**src/core/oscg_pkg.sv**
```systemverilog
package oscg_pkg;

  // Register indexes; byte address on the bus is four times the index
  localparam logic [19:0] IDX_PERIPH_GATE   = 20'hF00F0;
  localparam logic [19:0] IDX_RUN_CONTROL   = 20'hFFFA1;
  localparam logic [19:0] IDX_SETTLE_STATUS = 20'hFFFA2;
  localparam logic [19:0] IDX_SETTLE_SELECT = 20'hFFFA3;
  localparam int          ADR_W             = 22;

  // Values after reset
  localparam logic [7:0] RST_PERIPH_GATE   = 8'h00;
  localparam logic [7:0] RST_RUN_CONTROL   = 8'h80;
  localparam logic [7:0] RST_SETTLE_STATUS = 8'h00;
  localparam logic [2:0] RST_SETTLE_SELECT = 3'h7;

  // Field positions in the run control register
  localparam int BIT_EXT_OSC_HALT  = 7;
  localparam int BIT_FAST_OSC_HALT = 0;

  // Field positions in the peripheral clock gate register
  localparam int BIT_INTERVAL_TIMER_GATE = 7;
  localparam int BIT_COMPARATOR_GATE     = 6;
  localparam int BIT_ADC_GATE            = 5;
  localparam int BIT_I2C_UNIT_GATE       = 4;
  localparam int BIT_SERIAL_ARRAY_GATE   = 2;
  localparam int BIT_TIMER_ARRAY_GATE    = 0;
  localparam logic [7:0] PERIPH_GATE_MASK = 8'hF5;

  // Pin mode, {external_clock_pin_select, oscillator_pin_select}
  localparam logic [1:0] PIN_MODE_OSC = 2'h1;
  localparam logic [1:0] PIN_MODE_EXT = 2'h3;

  // Settle counter: limit is 2^n + 16 fx cycles
  localparam int          CNT_W         = 19;
  localparam logic [18:0] SETTLE_OFFSET = 19'h00010;

  typedef enum logic [1:0] {
    ST_IDLE  = 2'b00,
    ST_COUNT = 2'b01,
    ST_DONE  = 2'b10
  } oscg_settle_state_t;

  // Exponent n for each select code
  function automatic logic [4:0] settle_exp(input logic [2:0] code);
    case (code)
      3'h0:    settle_exp = 5'h08;
      3'h1:    settle_exp = 5'h09;
      3'h2:    settle_exp = 5'h0A;
      3'h3:    settle_exp = 5'h0B;
      3'h4:    settle_exp = 5'h0D;
      3'h5:    settle_exp = 5'h0F;
      3'h6:    settle_exp = 5'h11;
      default: settle_exp = 5'h12;
    endcase
  endfunction

  function automatic logic [18:0] settle_limit(input logic [2:0] code);
    settle_limit = (19'h00001 << settle_exp(code)) + SETTLE_OFFSET;
  endfunction

endpackage

```
**src/core/oscg_settle_counter.sv**
```systemverilog
`timescale 1ns/100ps
module oscg_settle_counter
  import oscg_pkg::*;
(
  input  wire logic       clk_in,
  input  wire logic       rstn_in,
  input  wire logic       fx_in,
  input  wire logic       clear_in,
  input  wire logic       start_in,
  input  wire logic [2:0] select_in,
  output logic [7:0]      status_out,
  output logic            done_out
);

  logic                      fx_s1_reg;
  logic                      fx_s2_reg;
  logic                      fx_s3_reg;
  logic                      fx_edge;
  logic [CNT_W-1:0]          count_reg;
  oscg_settle_state_t        state_reg;
  logic [7:0]                status_reg;

  // fx is foreign to CLK_IN; stage one feeds only stage two
  always_ff @(posedge clk_in or negedge rstn_in) begin
    if (!rstn_in) begin
      fx_s1_reg <= 1'b0;
      fx_s2_reg <= 1'b0;
      fx_s3_reg <= 1'b0;
    end else begin
      fx_s1_reg <= fx_in;
      fx_s2_reg <= fx_s1_reg;
      fx_s3_reg <= fx_s2_reg;
    end
  end

  // Only real fx edges advance, so start-up time before oscillation is not counted
  assign fx_edge = fx_s2_reg & ~fx_s3_reg;

  // Count fx edges up to the selected limit, then hold
  always_ff @(posedge clk_in or negedge rstn_in) begin
    if (!rstn_in) begin
      state_reg <= ST_IDLE;
      count_reg <= '0;
    end else if (clear_in) begin
      state_reg <= ST_IDLE;
      count_reg <= '0;
    end else if (start_in) begin
      state_reg <= ST_COUNT;
      count_reg <= '0;
    end else begin
      case (state_reg)
        ST_IDLE: begin
          state_reg <= ST_IDLE;
        end
        ST_COUNT: begin
          if (count_reg >= settle_limit(select_in)) begin
            state_reg <= ST_DONE;
          end else if (fx_edge) begin
            count_reg <= count_reg + 19'h00001;
          end
        end
        ST_DONE: begin
          state_reg <= ST_DONE;
        end
        default: begin
          state_reg <= ST_IDLE;
        end
      endcase
    end
  end

  // Thermometer status: bit 7 first, each sticky until cleared
  for (genvar k = 0; k < 8; k++) begin : g_status
    always_ff @(posedge clk_in or negedge rstn_in) begin
      if (!rstn_in) begin
        status_reg[7-k] <= 1'b0;
      end else if (clear_in || start_in) begin
        status_reg[7-k] <= 1'b0;
      end else if (count_reg >= settle_limit(3'(k))) begin
        status_reg[7-k] <= 1'b1;
      end
    end
  end

  assign status_out = status_reg;
  assign done_out   = (state_reg == ST_DONE);

endmodule

```
**src/core/oscg_top.sv**
```systemverilog
`timescale 1ns/100ps
module oscg_top
  import oscg_pkg::*;
(
  input  wire logic              CLK_IN,
  input  wire logic              RSTN_IN,
  // Wishbone classic slave
  input  wire logic              CYC_I,
  input  wire logic              STB_I,
  input  wire logic              WE_I,
  input  wire logic [ADR_W-1:0]  ADR_I,
  input  wire logic [3:0]        SEL_I,
  input  wire logic [31:0]       DAT_I,
  output logic [31:0]            DAT_O,
  output logic                   ACK_O,
  // Surrounding clock generator
  input  wire logic              EXT_CLK_PIN_SEL_IN,
  input  wire logic              OSC_PIN_SEL_IN,
  input  wire logic              MAIN_CLK_SRC_IN,
  input  wire logic              STOP_ENTER_IN,
  input  wire logic              STOP_RELEASE_IN,
  input  wire logic              FX_CLK_IN,
  // Oscillator controls
  output logic                   EXT_OSC_RUN_OUT,
  output logic                   EXT_CLK_EN_OUT,
  output logic                   FAST_OSC_RUN_OUT,
  output logic                   CPU_HOLD_OUT,
  // Peripheral gating
  output logic [7:0]             PERIPH_CLK_EN_OUT,
  output logic [7:0]             PERIPH_WR_EN_OUT,
  output logic [7:0]             PERIPH_RSTN_OUT
);

  import oscg_pkg::*;

  logic              req;
  logic              ack_reg;
  logic [31:0]       rdata_reg;
  logic [31:0]       rdata_next;
  logic              addr_ok;
  logic [19:0]       idx;
  logic              wr_fire;
  logic [7:0]        wbyte;
  logic [7:0]        gate_reg;
  logic              ext_halt_reg;
  logic              fast_halt_reg;
  logic [2:0]        select_reg;
  logic [1:0]        pin_mode;
  logic              fx_mode;
  logic              ext_halt_eff;
  logic              start_reg;
  logic              settle_clear;
  logic [7:0]        settle_status;
  logic              settle_done;
  logic              hold_reg;
  logic              ext_run_reg;
  logic              ext_clk_reg;
  logic              fast_run_reg;
  logic [7:0]        clk_en_reg;
  logic [7:0]        wr_en_reg;
  logic [7:0]        rstn_reg;

  // Bus decode; only word-aligned addresses are mapped
  assign req     = CYC_I & STB_I;
  assign idx     = ADR_I[ADR_W-1:2];
  assign addr_ok = (ADR_I[1:0] == 2'h0);
  assign wbyte   = DAT_I[7:0];

  // Write lands on the edge where the master sees ack
  assign wr_fire = req & WE_I & ack_reg & SEL_I[0] & addr_ok;

  // Pin mode decides what the external halt bit may do
  assign pin_mode = {EXT_CLK_PIN_SEL_IN, OSC_PIN_SEL_IN};
  assign fx_mode  = OSC_PIN_SEL_IN;

  // A running CPU source must not be cut, so the stored halt is held off
  assign ext_halt_eff = ext_halt_reg & ~MAIN_CLK_SRC_IN;

  // Status clears while the stored halt bit is set or on entering STOP
  assign settle_clear = ext_halt_reg | STOP_ENTER_IN;

  // Ack one cycle after the request, dropped the cycle after
  always_ff @(posedge CLK_IN or negedge RSTN_IN) begin
    if (!RSTN_IN) begin
      ack_reg <= 1'b0;
    end else begin
      ack_reg <= req & ~ack_reg;
    end
  end

  // Read mux; unmapped reads return zero
  always_comb begin
    rdata_next = 32'h0000_0000;
    if (addr_ok) begin
      case (idx)
        IDX_PERIPH_GATE: begin
          rdata_next[7:0] = gate_reg;
        end
        IDX_RUN_CONTROL: begin
          rdata_next[BIT_EXT_OSC_HALT]  = ext_halt_reg;
          rdata_next[BIT_FAST_OSC_HALT] = fast_halt_reg;
        end
        IDX_SETTLE_STATUS: begin
          rdata_next[7:0] = settle_status;
        end
        IDX_SETTLE_SELECT: begin
          rdata_next[2:0] = select_reg;
        end
        default: begin
          rdata_next = 32'h0000_0000;
        end
      endcase
    end
  end

  // Read data captured at request, stable while ack is high
  always_ff @(posedge CLK_IN or negedge RSTN_IN) begin
    if (!RSTN_IN) begin
      rdata_reg <= 32'h0000_0000;
    end else if (req & ~ack_reg) begin
      rdata_reg <= rdata_next;
    end
  end

  // Peripheral gate register, reserved bits forced low
  always_ff @(posedge CLK_IN or negedge RSTN_IN) begin
    if (!RSTN_IN) begin
      gate_reg <= RST_PERIPH_GATE;
    end else if (wr_fire && idx == IDX_PERIPH_GATE) begin
      gate_reg <= wbyte & PERIPH_GATE_MASK;
    end
  end

  // External halt: a set is refused while the pins are an input port
  always_ff @(posedge CLK_IN or negedge RSTN_IN) begin
    if (!RSTN_IN) begin
      ext_halt_reg <= RST_RUN_CONTROL[BIT_EXT_OSC_HALT];
    end else if (wr_fire && idx == IDX_RUN_CONTROL) begin
      if (wbyte[BIT_EXT_OSC_HALT] == 1'b0 || fx_mode) begin
        ext_halt_reg <= wbyte[BIT_EXT_OSC_HALT];
      end
    end
  end

  // Fast internal oscillator halt, plain store
  always_ff @(posedge CLK_IN or negedge RSTN_IN) begin
    if (!RSTN_IN) begin
      fast_halt_reg <= RST_RUN_CONTROL[BIT_FAST_OSC_HALT];
    end else if (wr_fire && idx == IDX_RUN_CONTROL) begin
      fast_halt_reg <= wbyte[BIT_FAST_OSC_HALT];
    end
  end

  // Wait-time select; changing it mid-wait moves the stop point
  always_ff @(posedge CLK_IN or negedge RSTN_IN) begin
    if (!RSTN_IN) begin
      select_reg <= RST_SETTLE_SELECT;
    end else if (wr_fire && idx == IDX_SETTLE_SELECT) begin
      select_reg <= wbyte[2:0];
    end
  end

  // Start pulse on halt release in crystal mode, or on STOP release
  always_ff @(posedge CLK_IN or negedge RSTN_IN) begin
    if (!RSTN_IN) begin
      start_reg <= 1'b0;
    end else begin
      start_reg <= STOP_RELEASE_IN
                 | (wr_fire && idx == IDX_RUN_CONTROL && ext_halt_reg
                    && !wbyte[BIT_EXT_OSC_HALT] && pin_mode == PIN_MODE_OSC);
    end
  end

  // Settle counter, advanced by sampled fx edges
  oscg_settle_counter u_settle (
    .clk_in     (CLK_IN),
    .rstn_in    (RSTN_IN),
    .fx_in      (FX_CLK_IN),
    .clear_in   (settle_clear),
    .start_in   (start_reg),
    .select_in  (select_reg),
    .status_out (settle_status),
    .done_out   (settle_done)
  );

  // CPU hold after STOP release when crystal-mode fx drives the CPU
  always_ff @(posedge CLK_IN or negedge RSTN_IN) begin
    if (!RSTN_IN) begin
      hold_reg <= 1'b0;
    end else if (STOP_RELEASE_IN && MAIN_CLK_SRC_IN && pin_mode == PIN_MODE_OSC) begin
      hold_reg <= 1'b1;
    end else if (hold_reg && settle_done && !start_reg) begin
      hold_reg <= 1'b0;
    end
  end

  // External oscillator enables follow the pin mode and effective halt; the fast one follows its own halt bit
  always_ff @(posedge CLK_IN or negedge RSTN_IN) begin
    if (!RSTN_IN) begin
      ext_run_reg  <= 1'b0;
      ext_clk_reg  <= 1'b0;
      fast_run_reg <= 1'b1;
    end else begin
      ext_run_reg  <= (pin_mode == PIN_MODE_OSC) & ~ext_halt_eff;
      ext_clk_reg  <= (pin_mode == PIN_MODE_EXT) & ~ext_halt_eff;
      fast_run_reg <= ~fast_halt_reg;
    end
  end

  // Gate outputs: clock, write permission and reset release per bit
  always_ff @(posedge CLK_IN or negedge RSTN_IN) begin
    if (!RSTN_IN) begin
      clk_en_reg <= 8'h00;
      wr_en_reg  <= 8'h00;
      rstn_reg   <= 8'h00;
    end else begin
      clk_en_reg <= gate_reg;
      wr_en_reg  <= gate_reg;
      rstn_reg   <= gate_reg;
    end
  end

  // Outputs straight from flops
  assign DAT_O             = rdata_reg;
  assign ACK_O             = ack_reg;
  assign EXT_OSC_RUN_OUT   = ext_run_reg;
  assign EXT_CLK_EN_OUT    = ext_clk_reg;
  assign FAST_OSC_RUN_OUT  = fast_run_reg;
  assign CPU_HOLD_OUT      = hold_reg;
  assign PERIPH_CLK_EN_OUT = clk_en_reg;
  assign PERIPH_WR_EN_OUT  = wr_en_reg;
  assign PERIPH_RSTN_OUT   = rstn_reg;

endmodule

```
**config.mk**
```make
export PLATFORM = sky130hd
export DESIGN_NAME = oscg_top
export DESIGN_NICKNAME = d
export VERILOG_FILES = /design/src/core/oscg_pkg.sv /design/src/core/oscg_settle_counter.sv /design/src/core/oscg_top.sv
export SDC_FILE = /design/constraint.sdc
export NUM_CORES = 1
export LEC_CHECK = 0
export BUFFER_PORTS_ARGS = -buffer_cell sky130_fd_sc_hd__buf_2
export CORE_MARGIN = 2
export CORE_UTILIZATION = 45
export DETAILED_ROUTE_END_ITERATION = 12
export PLACE_DENSITY = 0.74
export SLEW_MARGIN = 5
export SYNTH_ARGS = -nofsm -noshare
export SYNTH_HDL_FRONTEND = slang
export SYNTH_SLANG_ARGS = --single-unit
export TNS_END_PERCENT = 50
```
**constraint.sdc**
```tcl
create_clock -name CLK_IN -period 3.9 [get_ports CLK_IN]
set_clock_uncertainty 0.15 [all_clocks]
set_input_delay 0.195 -clock CLK_IN [delete_from_list [all_inputs] [get_ports CLK_IN]]
set_output_delay 0.195 -clock CLK_IN [all_outputs]
set_load 0.1 [all_outputs]
```
==> flow_metrics.tcl <==
set metrics [dict create \
    status "completed" \
    largest_register_ffs 19 \
    grtUsageMet3_pct 3.546 \
    yosysSeqAreaShare_pct 43.91 \
    nFillCells 668 \
    hold_path.class "input pin to flip-flop" \
    synth.distinct_cells 48 \
    worst_skew_pair.late_latency_ps 340 \
    syn_avg_cell_area_um2 9.822 \
    max_slew_margin_pct 35.28 \
    leakagePower_nw 2.063 \
    gp_congestion 0.7945 \
    hold_depth 2 \
    gr-usage-all-layers_pct 19.40 \
    start_kind "flip-flop" \
    cts_tree "yes" \
    synth_edf_count 0 \
    min_period_over_period_pct 85.62 \
    io_buffer_count 71 \
    area.growth.synth_to_final_pct 18.36 \
    ys.flop_type "dfrtp_1" \
    hp-start "ADR_I[2]" \
    report.final.slew_viol_count 0 \
    whs_ps 44.40 \
    tightest_slew_ps 970.8 \
    cp_max_fo 12 \
    crit_type "flip-flop to flip-flop" \
    wl_mm 8.219 \
    hold_viol_final 0 \
    ant_nets 0 \
    numCtsBuffers 9 \
    drt_iter0_drc 137 \
    synth_area_leaders "dfrtp_1 40%, buf_4 8.7%, ha_1 6.6%, dfstp_2 3.6%, mux2_2 2.8%" \
    start_util_pct 46.65 \
    max_freq_mhz 299.5 \
    r2r_cells 9 \
    ctsHtreeMaxLevel 3 \
    cts.reportedPaths.clkPinSlew_ps 80 \
    grt-ovfl-total 0 \
    yosysTopAreaCell "dfrtp_1" \
    powerDensity_mw_per_mm2 363.9 \
    grtUsageMet2_pct 35.61 \
    die_height_um 93.50 \
    cts_sinks 63 \
    grt_max_degree 35 \
    fp.dieArea_mm2 0.008742 \
    ys.warnings.count 0 \
    synth_seq_cells 63 \
    final_nets 538 \
    via_per_inst 5.284 \
    clock_path_buffers 2 \
    grt_most_used_layer "met2" \
    dieWidth_um 93.50 \
    ir_drop_uv 136.5 \
    required_ps 4010 \
    pin_count 130 \
    drc_errors 0 \
    num_rows 32 \
    p_total_mw 1.553 \
    grt_pass1_vias 2816 \
    dpl_worst_slack_ps 584.3 \
    ctsRootBufferMaster "clkbuf_8" \
    cap_violations 0 \
    crit_path_end_kind "flip-flop" \
    wl_per_cell_um 14.76 \
    fin_ws_ps 560.7 \
    setup_viol 0 \
    first_pass_iters 4 \
    coreArea_mm2 0.007727 \
    num_vias 2943 \
    synthArstFlopShare_pct 100.0 \
    period_needed_ps 3339 \
    hpwl_mm 6.015 \
    setup.worst_path.start "select_reg[2]$_DFFE_PN1P_" \
    fin_setup_tns_ps 0 \
    synth_cells 367 \
    r2r_start "select_reg[2]$_DFFE_PN1P_" \
    syn_area_mm2 0.003605 \
    grtUsageMet1_pct 22.15 \
    rsz0062_at_grt "no" \
    drive_above_1_share_pct 25.27 \
    worst_ep_arrival_time_ps 3450 \
    antenna_found_initial 0 \
    mostFrequentLayoutCell "buf_2" \
    grt_pass1_wl_mm 13.06 \
    antenna_cells 0 \
    synth_top_cell_area_share_pct 40.26 \
    layout_common_cells "71 x buf_2, 58 x dfrtp_1, 36 x conb_1" \
]
[layer usage]
metal  wire length [µm]  up-vias
met5                  0        -
met4                126        0
met3                473       12
met2               4215       89
met1               3403     1422
li1                   -     1420
[critical path, cell delays in order, from the launching register on]
cell      delay (ps)
dfstp_2          610
or3b_2           460
ha_1             280
nand2_1           70
o21ai_0          100
a221oi_2         250
buf_4            210
nand3_1          330
or4_1            620
a21oi_1          160
[power breakdown]
group,leakage [nW],switching [mW],internal [mW],total [mW]
logic,1.13,0.207,0.0432,0.251
clock network,0.107,0.273,0.364,0.637
registers,0.830,0.00435,0.661,0.665
total,2.06,0.485,1.07,1.55
[metrics by stage]
step	cell area, µm²	std cells	utilization (%)
global placement	3885	525	50.28
CTS	4267	557	55.21
floorplan	3732	401	-
detailed placement	3885	525	50.28
global route	4267	557	55.21
finish	4267	557	55.21
[area by class of cell]
class	instances	area [µm²]	share of cell area [%]
inverters	15	56.30	1.320
multi-input cells	271	1740	40.79
clock inverters	6	93.84	2.199
clock buffers	10	127.6	2.991
repair buffers	90	538.0	12.61
flip-flops and latches	63	1583	37.10
well taps	102	127.6	2.991
[cell usage after synthesis (5+ instances only)]
library cell and count:
a21oi_1 20, and3_1 6, buf_4 42, clkbuf_1 10, dfrtp_1 58, dfstp_2 5
ha_1 19, inv_1 15, mux2_2 9, nand2_1 25, nand3_1 12, nand3b_1 6
nand4_1 11, nor2_1 18, nor2b_1 6, nor3_1 11, o21ai_0 17, o31ai_1 6
or3_1 6, or4_1 8, xor2_1 6
[logic make-up (layout without fill, tap and decap cells)]
kind of cell / after synthesis / in the layout / share of synthesized area (%)
other cells: 2 / 36 / 0.2083
buf+inv: 67 / 121 / 11.35
mux: 12 / 12 / 3.645
compound gates: 65 / 65 / 11.66
xor+xnor: 8 / 8 / 1.944
fa+ha+maj: 19 / 19 / 6.595
flops: 63 / 63 / 43.91
simple gates: 131 / 131 / 20.69
[worst paths after layout]
check	endpoint	slack (ps)
max in group asynchronous	FAST_OSC_RUN_OUT$_DFF_PN1_	2390
setup / recovery	u_settle.count_reg[15]$_DFFE_PN0P_	560
hold reg to reg	u_settle.fx_s2_reg$_DFF_PN0_	200
hold / removal	DAT_O[6]$_DFFE_PN0P_	40
min in group asynchronous	u_settle.fx_s1_reg$_DFF_PN0_	270
setup reg to reg	u_settle.count_reg[15]$_DFFE_PN0P_	560
[what timing repair did]
action	CTS	global route
gates resized for setup	0	0
hold buffers	16	0
endpoints found under the hold margin	46	0
setup buffers	0	0
endpoints found under the setup margin	0	0
Note: power is estimated with default switching activity, not from simulation.
